==> config.mk <==
export PLATFORM = sky130hd
export DESIGN_NAME = fnsc_synth_ctrl
export DESIGN_NICKNAME = d
export VERILOG_FILES = /design/src/fnsc_pkg.sv /design/src/fnsc_synth_ctrl.sv
export SDC_FILE = /design/constraint.sdc
export NUM_CORES = 1
export LEC_CHECK = 0
export ABC_AREA = 1
export BUFFER_PORTS_ARGS = -buffer_cell sky130_fd_sc_hd__buf_2
export CAP_MARGIN = 20
export CORE_MARGIN = 3
export CORE_UTILIZATION = 57
export CTS_CLUSTER_SIZE = 10
export DETAILED_ROUTE_END_ITERATION = 10
export PLACE_DENSITY = 0.81
export SLEW_MARGIN = 20
export SYNTH_ARGS = -nofsm -noshare
export SYNTH_HDL_FRONTEND = slang
export SYNTH_SLANG_ARGS = --single-unit
==> constraint.sdc <==
create_clock -name mclk_in -period 1.8 [get_ports mclk_in]
set_clock_uncertainty 0.15 [all_clocks]
set_input_delay 0.36 -clock mclk_in [delete_from_list [all_inputs] [get_ports mclk_in]]
set_output_delay 0.36 -clock mclk_in [all_outputs]
set_load 0.02 [all_outputs]
==> src/fnsc_pkg.sv <==
// package: field layout, codes, timing and types of the synthesizer control block
package fnsc_pkg;
    localparam int WORD_W = 24;
    localparam logic [23:0] REG_RST = 24'h00_0000;
    // register-select codes in the two lowest word bits
    localparam logic [1:0] SEL_DIV = 2'h0;
    localparam logic [1:0] SEL_REF = 2'h1;
    localparam logic [1:0] SEL_CTRL = 2'h2;
    localparam logic [1:0] SEL_NS = 2'h3;
    // divider_integer_fraction fields
    localparam int R0_FRACTION_NUMERATOR_LSB = 2;
    localparam int R0_INT_LSB = 14;
    localparam int R0_WIDE_LOOP = 23;
    // reference_divider_modulus fields
    localparam int R1_MOD_LSB = 2;
    localparam int R1_RCNT_LSB = 14;
    localparam int R1_PRESCALER = 18;
    localparam int R1_MUX_LSB = 20;
    localparam int R1_LOAD = 23;
    // synth_control fields
    localparam int R2_CNT_RST = 2;
    localparam int R2_CP_TRI = 3;
    localparam int R2_PWR_DN = 4;
    localparam int R2_LOCK_PREC = 5;
    localparam int R2_POLARITY = 6;
    localparam int R2_CP_LSB = 7;
    localparam int R2_DOUBLER = 11;
    localparam int R2_RESYNC_LSB = 12;
    // noise_spur_select mode bits: upper group and single low bit
    localparam int R3_MODE_HI_LSB = 6;
    localparam int R3_MODE_LO = 2;
    localparam logic [4:0] NS_LOW_SPUR = 5'h1c;
    localparam logic [4:0] NS_LOWEST = 5'h1f;
    // charge pump and multiplexer codes
    localparam logic [3:0] CP_MAX = 4'hf;
    localparam logic [2:0] MUX_LOCK = 3'h6;
    localparam logic [2:0] MUX_FASTLOCK = 3'h1;
    // lock detect timing
    localparam int CLK_NS = 10;
    localparam int LD_OK_NS = 15;
    localparam int LD_LOSE_NS = 30;
    localparam logic [3:0] LD_OK_CYC = 4'(LD_OK_NS / CLK_NS);
    localparam logic [3:0] LD_LOSE_CYC = 4'(LD_LOSE_NS / CLK_NS);
    localparam logic [5:0] LD_CNT_LO = 6'h18;
    localparam logic [5:0] LD_CNT_HI = 6'h28;

    typedef enum logic {LD_SEEK = 1'b0, LD_HELD = 1'b1} fnsc_ld_state_t;

    typedef struct packed {
        logic [8:0] int_value;
        logic [11:0] fraction_numerator;
        logic [11:0] fraction_modulus;
        logic [11:0] resync_delay;
        logic [3:0] ref_count;
        logic prescaler_select;
        logic [3:0] cp_current;
        logic cp_tristate;
        logic counter_reset;
        logic power_down;
        logic pd_polarity;
        logic ref_doubler;
        logic [3:0] resync_setting;
        logic dither_en;
        logic cp_low_noise;
    } fnsc_cfg_t;
endpackage

==> src/fnsc_synth_ctrl.sv <==
// synthesizer control: serial port, four latches, modulus buffer, lock detect, mux pin
// How it works
// RULE1: serial bits shift into 24-bit register on serial clock rise, MSB first.
// RULE2: latch strobe rise copies word to latch chosen by two lowest bits.
// RULE3: select 00 loads the integer/fraction divider register.
// RULE4: select 01 reference, 10 control, 11 noise and spur register.
// RULE5: host keeps fraction numerator not above the loaded modulus.
// RULE6: wide-loop bit forces maximum pump current, else programmed current.
// RULE7: fastlock mux setting pulls pin low while wide-loop bit is one.
// RULE8: load-control bit stores resync delay and keeps modulus unchanged.
// RULE9: mux source comes from reference register bits 22 to 20.
// RULE10: precision 0 locks after 24 comparator cycles with error below 15 ns.
// RULE11: lock holds until new channel or an error above 30 ns.
// RULE12: precision 1 needs 40 cycles with error within 15 ns.
// RULE13: host picks 8/9 prescaler above 2 GHz.
// RULE14: host keeps integer value at least 31 or 91 per prescaler.
// RULE15: host programs reference counter with 1 through 15 only.
// RULE16: new modulus applies only after a later divider register write.
// RULE17: control bit 2 holds counters in reset.
// RULE18: control bit 3 three-states the charge pump.
// RULE19: control bit 4 powers down; registers keep their contents.
// RULE20: power-down loads counters, three-states pump, resets lock; port still works.
// RULE21: control bit 6 sets phase detector polarity.
// RULE22: control bits 7 to 10 give pump current when fastlock is off.
// RULE23: bit 11 low uses reference falling edge; high uses both edges.
// RULE24: low-spur mode dithers; other modes do not; lowest noise biases pump.
// RULE25: host writes zeros to reserved bits.
// RULE26: host writes every register after power-up before trusting outputs.
`timescale 1ns/1ps
`default_nettype none
module fnsc_synth_ctrl (
    input wire logic mclk_in,
    input wire logic sys_rst_in,
    input wire logic serial_clk_in,
    input wire logic serial_data_in,
    input wire logic latch_strobe_in,
    input wire logic reference_input_in,
    input wire logic phase_comparator_up_in,
    input wire logic phase_comparator_dn_in,
    output var fnsc_pkg::fnsc_cfg_t synth_cfg_out,
    output logic lock_detect_out,
    output logic mux_output_pin_out,
    output logic mux_output_pin_oe_n_out
);
    import fnsc_pkg::*;

    logic [5:0] sync1_q;
    logic [5:0] sync2_q;
    logic [2:0] prev_q;
    logic sclk_s, sdata_s, strobe_s, ref_s, err_s;
    logic sclk_rise, strobe_rise, ref_edge;
    logic [23:0] shift_q;
    logic [23:0] r0_q, r1_q, r2_q, r3_q;
    logic [11:0] mod_pend_q, mod_act_q, resync_q;
    logic new_channel, pwr_dn;
    logic [3:0] err_cnt_q;
    logic [5:0] ld_cnt_q;
    logic [5:0] ld_target;
    logic err_small, err_big;
    fnsc_ld_state_t ld_state_q;
    logic [4:0] ns_mode;

    // two-stage synchronisers for every pin input
    always_ff @(posedge mclk_in) begin
        if (sys_rst_in) begin
            sync1_q <= 6'h00;
            sync2_q <= 6'h00;
            prev_q <= 3'h0;
        end else begin
            sync1_q <= {phase_comparator_dn_in, phase_comparator_up_in, reference_input_in,
                        latch_strobe_in, serial_data_in, serial_clk_in};
            sync2_q <= sync1_q;
            prev_q <= {sync2_q[3], sync2_q[2], sync2_q[0]};
        end
    end

    assign sclk_s = sync2_q[0];
    assign sdata_s = sync2_q[1];
    assign strobe_s = sync2_q[2];
    assign ref_s = sync2_q[3];
    assign err_s = sync2_q[4] | sync2_q[5];
    assign sclk_rise = sclk_s & ~prev_q[0];
    assign strobe_rise = strobe_s & ~prev_q[1];
    // falling reference edge always active, rising one too with the doubler
    assign ref_edge = (~ref_s & prev_q[2]) | (r2_q[R2_DOUBLER] & ref_s & ~prev_q[2]); // RULE23
    assign new_channel = strobe_rise && (shift_q[1:0] == SEL_DIV);
    assign pwr_dn = r2_q[R2_PWR_DN];

    // serial shift register, keeps running during power-down
    always_ff @(posedge mclk_in) begin
        if (sys_rst_in) begin
            shift_q <= REG_RST;
        end else if (sclk_rise) begin
            shift_q <= {shift_q[22:0], sdata_s}; // RULE1 RULE20
        end
    end

    // latch transfer and modulus double buffer
    always_ff @(posedge mclk_in) begin
        if (sys_rst_in) begin
            r0_q <= REG_RST;
            r1_q <= REG_RST;
            r2_q <= REG_RST;
            r3_q <= REG_RST;
            mod_pend_q <= 12'h000;
            mod_act_q <= 12'h000;
            resync_q <= 12'h000;
        end else if (strobe_rise) begin // RULE2
            case (shift_q[1:0])
                SEL_DIV: begin
                    r0_q <= shift_q; // RULE3
                    mod_act_q <= mod_pend_q; // RULE16
                end
                SEL_REF: begin
                    r1_q <= shift_q; // RULE4
                    if (shift_q[R1_LOAD]) begin
                        resync_q <= shift_q[R1_MOD_LSB +: 12]; // RULE8
                    end else begin
                        mod_pend_q <= shift_q[R1_MOD_LSB +: 12];
                    end
                end
                SEL_CTRL: r2_q <= shift_q; // RULE4 RULE19
                SEL_NS: r3_q <= shift_q; // RULE4
                default: ;
            endcase
        end
    end

    // phase error width within the current comparator period
    always_ff @(posedge mclk_in) begin
        if (sys_rst_in || ref_edge) begin
            err_cnt_q <= 4'h0;
        end else if (err_s && err_cnt_q != 4'hf) begin
            err_cnt_q <= err_cnt_q + 4'h1;
        end
    end

    assign err_small = err_cnt_q <= LD_OK_CYC;
    assign err_big = err_cnt_q > LD_LOSE_CYC;
    assign ld_target = r2_q[R2_LOCK_PREC] ? LD_CNT_HI : LD_CNT_LO; // RULE10 RULE12

    // digital lock detect
    always_ff @(posedge mclk_in) begin
        if (sys_rst_in || pwr_dn || new_channel) begin // RULE11 RULE20
            ld_state_q <= LD_SEEK;
            ld_cnt_q <= 6'h00;
        end else begin
            case (ld_state_q)
                LD_SEEK: begin
                    if (ref_edge && !err_small) begin
                        ld_cnt_q <= 6'h00;
                    end else if (ref_edge && ld_cnt_q + 6'h01 == ld_target) begin
                        ld_state_q <= LD_HELD; // RULE10 RULE12
                        ld_cnt_q <= 6'h00;
                    end else if (ref_edge) begin
                        ld_cnt_q <= ld_cnt_q + 6'h01;
                    end
                end
                LD_HELD: begin
                    if (err_big) begin
                        ld_state_q <= LD_SEEK; // RULE11
                    end
                end
                default: ld_state_q <= LD_SEEK;
            endcase
        end
    end

    assign lock_detect_out = (ld_state_q == LD_HELD);
    assign ns_mode = {r3_q[R3_MODE_HI_LSB +: 4], r3_q[R3_MODE_LO]};

    // decoded configuration towards the analog and counter sections
    always_ff @(posedge mclk_in) begin
        if (sys_rst_in) begin
            synth_cfg_out <= '0;
        end else begin
            synth_cfg_out.int_value <= r0_q[R0_INT_LSB +: 9];
            synth_cfg_out.fraction_numerator <= r0_q[R0_FRACTION_NUMERATOR_LSB +: 12];
            synth_cfg_out.fraction_modulus <= mod_act_q;
            synth_cfg_out.resync_delay <= resync_q;
            synth_cfg_out.ref_count <= r1_q[R1_RCNT_LSB +: 4];
            synth_cfg_out.prescaler_select <= r1_q[R1_PRESCALER];
            synth_cfg_out.cp_current <= r0_q[R0_WIDE_LOOP] ? CP_MAX
                                        : r2_q[R2_CP_LSB +: 4]; // RULE6 RULE22
            synth_cfg_out.cp_tristate <= r2_q[R2_CP_TRI] | pwr_dn; // RULE18 RULE20
            synth_cfg_out.counter_reset <= r2_q[R2_CNT_RST] | pwr_dn; // RULE17 RULE20
            synth_cfg_out.power_down <= pwr_dn; // RULE19
            synth_cfg_out.pd_polarity <= r2_q[R2_POLARITY]; // RULE21
            synth_cfg_out.ref_doubler <= r2_q[R2_DOUBLER]; // RULE23
            synth_cfg_out.resync_setting <= r2_q[R2_RESYNC_LSB +: 4];
            synth_cfg_out.dither_en <= (ns_mode == NS_LOW_SPUR); // RULE24
            synth_cfg_out.cp_low_noise <= (ns_mode == NS_LOWEST); // RULE24
        end
    end

    // multiplexer pin: open-drain fastlock switch or driven lock flag
    always_ff @(posedge mclk_in) begin
        if (sys_rst_in) begin
            mux_output_pin_out <= 1'b0;
            mux_output_pin_oe_n_out <= 1'b1;
        end else begin
            case (r1_q[R1_MUX_LSB +: 3]) // RULE9
                MUX_FASTLOCK: begin
                    mux_output_pin_out <= 1'b0;
                    mux_output_pin_oe_n_out <= ~r0_q[R0_WIDE_LOOP]; // RULE7
                end
                MUX_LOCK: begin
                    mux_output_pin_out <= lock_detect_out;
                    mux_output_pin_oe_n_out <= 1'b0;
                end
                default: begin
                    mux_output_pin_out <= 1'b0;
                    mux_output_pin_oe_n_out <= 1'b1;
                end
            endcase
        end
    end
endmodule // fnsc_synth_ctrl
`default_nettype wire

==> results.py, run 1 <==
metrics = {
    "run_status": {
        "status": "finished, final reports clean",
    },
    "worst_setup_path": {
        "crit_path_frequent_cell": "inv_1",
        "timing.critical_path.from": "prev_q[1]",
        "cp_num_buf_inv": 2,
        "crit_chain": "inv_1 > nand2_1 > nor3_4 > nor3_1 > inv_1 > a21oi_1",
        "slowest_delay_ps": 400,
        "critPathArrivalTime_ps": 1910,
        "reg2reg_slack_ps": 140,
        "worstSetupPathType": "reg -> reg",
        "rr_worst_depth": 6,
        "regToRegEndpoint": "ld_cnt_q[3]",
        "r2r-start": "prev_q[1]",
        "crit_required_ps": 2060,
        "critPathCapture": "ld_cnt_q[3]",
        "crit_family": "simple AND/OR/NAND/NOR gates",
        "crit_slowest_cell": "nor3_1",
        "critPathMaxFanout": 5,
        "cp.depth": 6,
        "crit_path_start_kind": "flip-flop",
        "worstSetupEndpointType": "flip-flop",
    },
    "clock_tree": {
        "clockRootBuffer": "clkbuf_16",
        "post-cts-setup-buffers": 0,
        "clk_latency_ps": 490,
        "htreeDepth": 1,
        "cts_sinks": 202,
        "clockBufferDepth": 3,
        "numCtsBuffers": 24,
        "cts_tree": "yes",
        "path_clk_slew_ps": 50,
    },
    "synth": {
        "yosysWarnings": 0,
        "yosys-top-cells-count": "dfxtp_1, nor2_1, inv_1, a21oi_1, o21ai_0",
        "muxShareOfSynthArea_pct": 0,
        "yosysUniqueCellTypes": 28,
        "synth_flop_cell": "dfxtp_1",
        "synth_compound_area_share_pct": 14.74,
        "synth_simple_gate_area_share_pct": 14.71,
        "synth_seq_cells": 202,
        "synthCells": 784,
        "synth_fp_nets": 796,
        "synth_area_leaders": "dfxtp_1, nor2_1, a21oi_1, o21ai_0, inv_1",
        "synth_top_area_share_pct": 60.94,
        "synth.most_common_cell": "dfxtp_1",
        "synth-xor-area-share_pct": 0.2640,
        "synth_edf_count": 0,
        "synth.cell_area_sq_um": 6636,
        "async_flop_share_pct": 0,
        "synth-seq-area-share_pct": 60.94,
        "synthAdderAreaFrac_pct": 0.7541,
        "yosysTopAreaCell": "dfxtp_1",
        "syn_area_per_cell_sq_um": 8.465,
        "synth_top_family_by_area": "compound AO/OA/AOI/OAI gates",
    },
    "detailed_routing": {
        "vias": 5202,
        "drt_iter0_drc": 274,
        "first_pass_iters": 5,
        "vias_per_cell": 5.202,
        "post_drt_wl_per_cell_microns": 13.58,
        "drc_errors": 0,
        "final_antenna_net_count": 0,
        "drt_wl_total_mm": 13.58,
    },
    "grt": {
        "grt_pass1_wl_mm": 22.76,
        "grt_pass1_vias": 5097,
        "grt_max_degree": 111,
        "grt_overflow": 0,
        "antenna_found_initial": 0,
        "grt_usage_pct": 21.09,
    },
    "sta": {
        "slew_viol_final": 0,
        "finalSetupViolations": 0,
        "hold_violations": 0,
        "fin_crit_sh_pct": 92.18,
        "rsz0062_at_grt": "no",
        "finalCriticalPeriod_ps": 1659,
        "slew_headroom_pct": 48.46,
        "fmax_ghz": 0.6027,
        "fin_tns_setup_ps": 0,
        "worstMarginPinSlew_ps": 772.2,
    },
    "cells_and_area": {
        "fin_nets": 872,
        "final_area_sq_um": 7791,
        "drive_above_1_share_pct": 14.42,
        "final_util_pct": 70.03,
        "layout.cells.non_filler": 1000,
        "diodes": 0,
        "syn2layout_area_growth_pct": 17.40,
    },
    "place": {
        "dp_cells": 968,
        "place.gp.congestion": 0.8146,
        "postPlaceCellArea_sq_um": 7088,
        "portBuffers": 75,
        "dp_hpwl_mm": 8.528,
    },
    "power": {
        "power_density_nw_per_um2": 1164,
        "max-vdd-ir-drop_mv": 0.8613,
        "p_leak_uw": 0.003461,
    },
    "floorplanning": {
        "die_w_microns": 113.9,
        "initial_utilization_pct": 59.65,
        "ioPinCount": 76,
        "core_sq_um": 11130,
        "die-height_microns": 113.9,
        "dieArea_sq_um": 12970,
        "rows": 38,
    },
    "job": {
        "maxCapViolations": 0,
    },
    "worst_hold_path": {
        "hold_class": "in -> reg",
    },
}
## worst reg2reg max path, cell delays in order, from the launching register on
cell	delay, ps
dfxtp_1	310
inv_1	50
nand2_1	200
nor3_4	70
nor3_1	400
inv_1	220
a21oi_1	180
## placed cells by master (no fill, tap or decap)
cell type / count
nor3_4: 2
nand2_1: 35
xor2_1: 2
nand4_2: 1
nand3b_1: 1
a211oi_1: 1
buf_12: 2
nor3_1: 3
nor4_1: 4
a21oi_1: 80
inv_6: 1
or2_2: 2
buf_2: 75
nand4_1: 2
nand3_1: 6
dfxtp_1: 202
clkbuf_16: 25
ha_1: 3
ha_2: 1
o21ai_0: 74
nor3_2: 1
buf_4: 7
inv_2: 6
o21ai_1: 37
inv_1: 95
o211ai_1: 1
nor2_1: 183
o21bai_1: 1
dlygate4sd3_1: 6
nor2_2: 1
## sequential cells by signal, summed over array words and instances, names as in the netlist, 8 cells and up
signal	count
shift_q	24
synth_cfg_out	65
r1_q	8
r0_q	22
mod_pend_q	12
mod_act_q	12
r2_q	14
resync_q	12
## final cells by class
cell class | instances | area (sq um)
repair buffers | 90 | 528.0
inverters | 101 | 379.1
well taps | 140 | 175.2
clock inverters | 1 | 8.758
flip-flops and latches | 202 | 4044
fillers | 859 | 3334
multi-input cells | 441 | 2031
clock buffers | 25 | 625.6
## where the power goes
group / switching (uW) / internal (uW)
logic: 259 / 128
registers: 79.3 / 4600
clock network: 1580 / 2430
## layer usage
layer  up-vias  track usage [%]  part of all wire, %
li1       2616                -                    -
met1      2389            24.57                   41
met2       157            39.07                   51
met3        40            3.342                  5.4
met4         0            7.522                  3.0
met5         -                0                    0
## logic make-up after synthesis
kind of cell | Yosys count
and+or+nand+nor | 241
buffers and inverters | 141
DFF | 202
adders and majority gates | 4
AOI/OAI and AO/OA | 194
xor gates and xnor gates | 2
## stage by stage
stage          total power (uW)  hold WS, ps  worst slack [ps]
6_report                   9072        46.85             140.8
5_1_grt                    9414        67.10             10.85
4_1_cts                    9141        39.81             118.0
3_5_place_dp               5138        249.3             175.6
3_3_place_gp               5116        239.4             289.6
2_1_floorplan              5017        238.3             377.9
## worst min-delay path by stage
stage / start / end / slack [ps] / cells past startpoint
detailed placement: sync1_q[4] / sync2_q[4] / 250 / 2
global placement: sync1_q[5] / sync2_q[5] / 240 / 2
global route: sys_rst_in / prev_q[1] / 70 / 2
finish: sys_rst_in / prev_q[1] / 50 / 2
floorplan: sync1_q[0] / sync2_q[0] / 240 / 2
CTS: sys_rst_in / prev_q[1] / 40 / 2
## repair_timing
item / 4_1_cts / 5_1_grt
endpoints found under the hold margin: 6 / 0
hold buffers: 6 / 0
resized for setup: 0 / 2
setup endpoints to repair: 0 / 5
Note: power is estimated with default switching activity, not from simulation.
==> run 2: changes to the inputs <==
PLACE_DENSITY = 0.85   (was 0.81)
==> run 2 against run 1 <==
  * Non-clock buffer count is 4 higher
  * Final area is 0.61% higher
  * Flip-flop and latch count did not move
  * Worst hold slack better by 20 ps
  * Die area stayed put
  * Sequential share of layout area is 0.31 points lower
  * Largest cell class unchanged
  * Cell count up 0.40%
  * Clock-buffer cell count stayed put
==> results.py, run 2 (synthesis results as in run 1) <==
metrics = {
    "cells_and_area": {
        "layout_common_cells": "dfxtp_1, nor2_1, inv_1",
        "reg_top3": "synth_cfg_out: 65 flops, shift_q: 24 flops, r0_q: 22 flops",
        "regMostFlops": "synth_cfg_out",
        "mostFrequentLayoutCell": "dfxtp_1",
        "fin_nets": 876,
        "syn2layout_area_growth_pct": 18.12,
        "diodes": 0,
        "largest_register_ffs": 65,
        "drive_above_1_share_pct": 14.93,
    },
    "detailed_routing": {
        "drt_wl_total_mm": 13.61,
        "post_drt_wl_per_cell_microns": 13.55,
        "drt_iter0_drc": 369,
        "first_pass_iters": 5,
        "vias_per_cell": 5.191,
        "final_antenna_net_count": 0,
        "drc_errors": 0,
        "vias": 5212,
    },
    "worst_hold_path": {
        "min_from": "sys_rst_in",
        "hold_end": "synth_cfg_out[10]",
        "hold_class": "in -> reg",
        "min_path_cells": 2,
    },
    "run_status": {
        "status": "finished, final reports clean",
    },
    "grt": {
        "grt_max_degree": 67,
        "grt_pass1_wl_mm": 22.74,
        "grt_pass1_vias": 4833,
        "grt_usage_pct": 21.09,
        "grt_overflow": 0,
        "antenna_found_initial": 0,
    },
    "floorplanning": {
        "initial_utilization_pct": 59.65,
        "core_sq_um": 11130,
        "die_w_microns": 113.9,
        "rows": 38,
        "dieArea_sq_um": 12970,
        "ioPinCount": 76,
        "die-height_microns": 113.9,
    },
    "clock_tree": {
        "cts_tree": "yes",
        "path_clk_slew_ps": 50,
        "post-cts-setup-buffers": 0,
        "htreeDepth": 1,
        "clockBufferDepth": 3,
        "numCtsBuffers": 24,
        "clockRootBuffer": "clkbuf_16",
        "cts_sinks": 202,
        "clk_latency_ps": 490,
    },
    "worst_setup_path": {
        "crit_path_start_kind": "flip-flop",
        "crit_required_ps": 2020,
        "critPathArrivalTime_ps": 1840,
        "critPathMaxFanout": 23,
        "reg2reg_slack_ps": 180,
        "rr_worst_depth": 5,
        "worstSetupPathType": "reg -> reg",
        "worstSetupEndpointType": "flip-flop",
        "r2r-start": "shift_q[1]",
        "regToRegEndpoint": "r2_q[15]",
    },
    "power": {
        "netSwitchingPower_uw": 1941,
        "p_seq_share_pct": 51.4,
        "power.total_uw": 9100,
        "max-vdd-ir-drop_mv": 0.9759,
        "power.internal_uw": 7158,
        "p_leak_uw": 0.003487,
        "p_comb_share_pct": 4.4,
        "power_density_nw_per_um2": 1161,
        "sw_frac_of_total_pct": 21.34,
        "p_clk_share_pct": 44.2,
    },
    "sta": {
        "fin_crit_sh_pct": 89.80,
        "hold_violations": 0,
        "fin_tns_setup_ps": 0,
        "slew_headroom_pct": 49.55,
        "rsz0062_at_grt": "no",
        "finalCriticalPeriod_ps": 1616,
        "worstMarginPinSlew_ps": 755.9,
        "finalSetupViolations": 0,
        "slew_viol_final": 0,
        "fmax_ghz": 0.6186,
    },
    "job": {
        "maxCapViolations": 0,
    },
    "place": {
        "place.gp.congestion": 0.8170,
        "dp_hpwl_mm": 8.402,
        "portBuffers": 75,
    },
}
[run 2: per-stage QoR]
step	utilization [%]	cells	cell area (sq um)	hold WS [ps]	setup WS (ps)
2_1_floorplan	-	784	6636	238.3	377.9
3_3_place_gp	64.09	972	7131	241.6	215.2
3_5_place_dp	64.09	972	7131	244.1	168.6
4_1_cts	70.33	1004	7825	60.63	10.82
5_1_grt	70.46	1004	7839	82.51	50.49
6_report	70.46	1004	7839	67.22	183.6
[run 2: layer usage]
layer / GRT usage (%) / routed length (microns) / vias up
met5: 0 / 0 / -
met4: 6.730 / 377 / 0
met3: 4.138 / 999 / 37
met2: 34.08 / 6274 / 184
met1: 28.74 / 5957 / 2370
li1: - / - / 2621
[run 2: cell type report]
type | instances | area, sq um
Sequential cell | 202 | 4044
Fill cell | 839 | 3287
Multi-Input combinational cell | 441 | 2033
Clock buffer | 25 | 625.6
Timing Repair Buffer | 94 | 570.5
Inverter | 101 | 381.6
Tap cell | 140 | 175.2
Clock inverter | 1 | 8.758
[run 2: power groups by stage]
stage          sequential, uW  clock [uW]  combinational [uW]
2_1_floorplan            4770           0                 247
3_3_place_gp             4770           0                 372
3_5_place_dp             4770           0                 381
4_1_cts                  4680        4060                 398
5_1_grt                  4690        4260                 453
6_report                 4680        4020                 398
[run 2: worst max-delay path, cell delays in order (launching register included)]
cell     delay, ps
dfxtp_1        440
inv_2          120
nor3_4         340
inv_4          170
o21ai_0        220
a21oi_1         60
[run 2: how the worst max path moves through the flow]
stage / startpoint / end / cells past startpoint
2_1_floorplan: ld_cnt_q[1] / ld_cnt_q[0] / 10
3_3_place_gp: shift_q[1] / r2_q[4] / 5
3_5_place_dp: shift_q[1] / r2_q[4] / 5
4_1_cts: shift_q[1] / r2_q[15] / 5
5_1_grt: ld_cnt_q[1] / ld_cnt_q[3] / 10
6_report: shift_q[1] / r2_q[15] / 5
[run 2: what timing repair did]
action,4_1_cts,5_1_grt
setup endpoints to repair,0,15
endpoints found under the hold margin,6,0
hold buffers,6,0
resized for setup,0,5
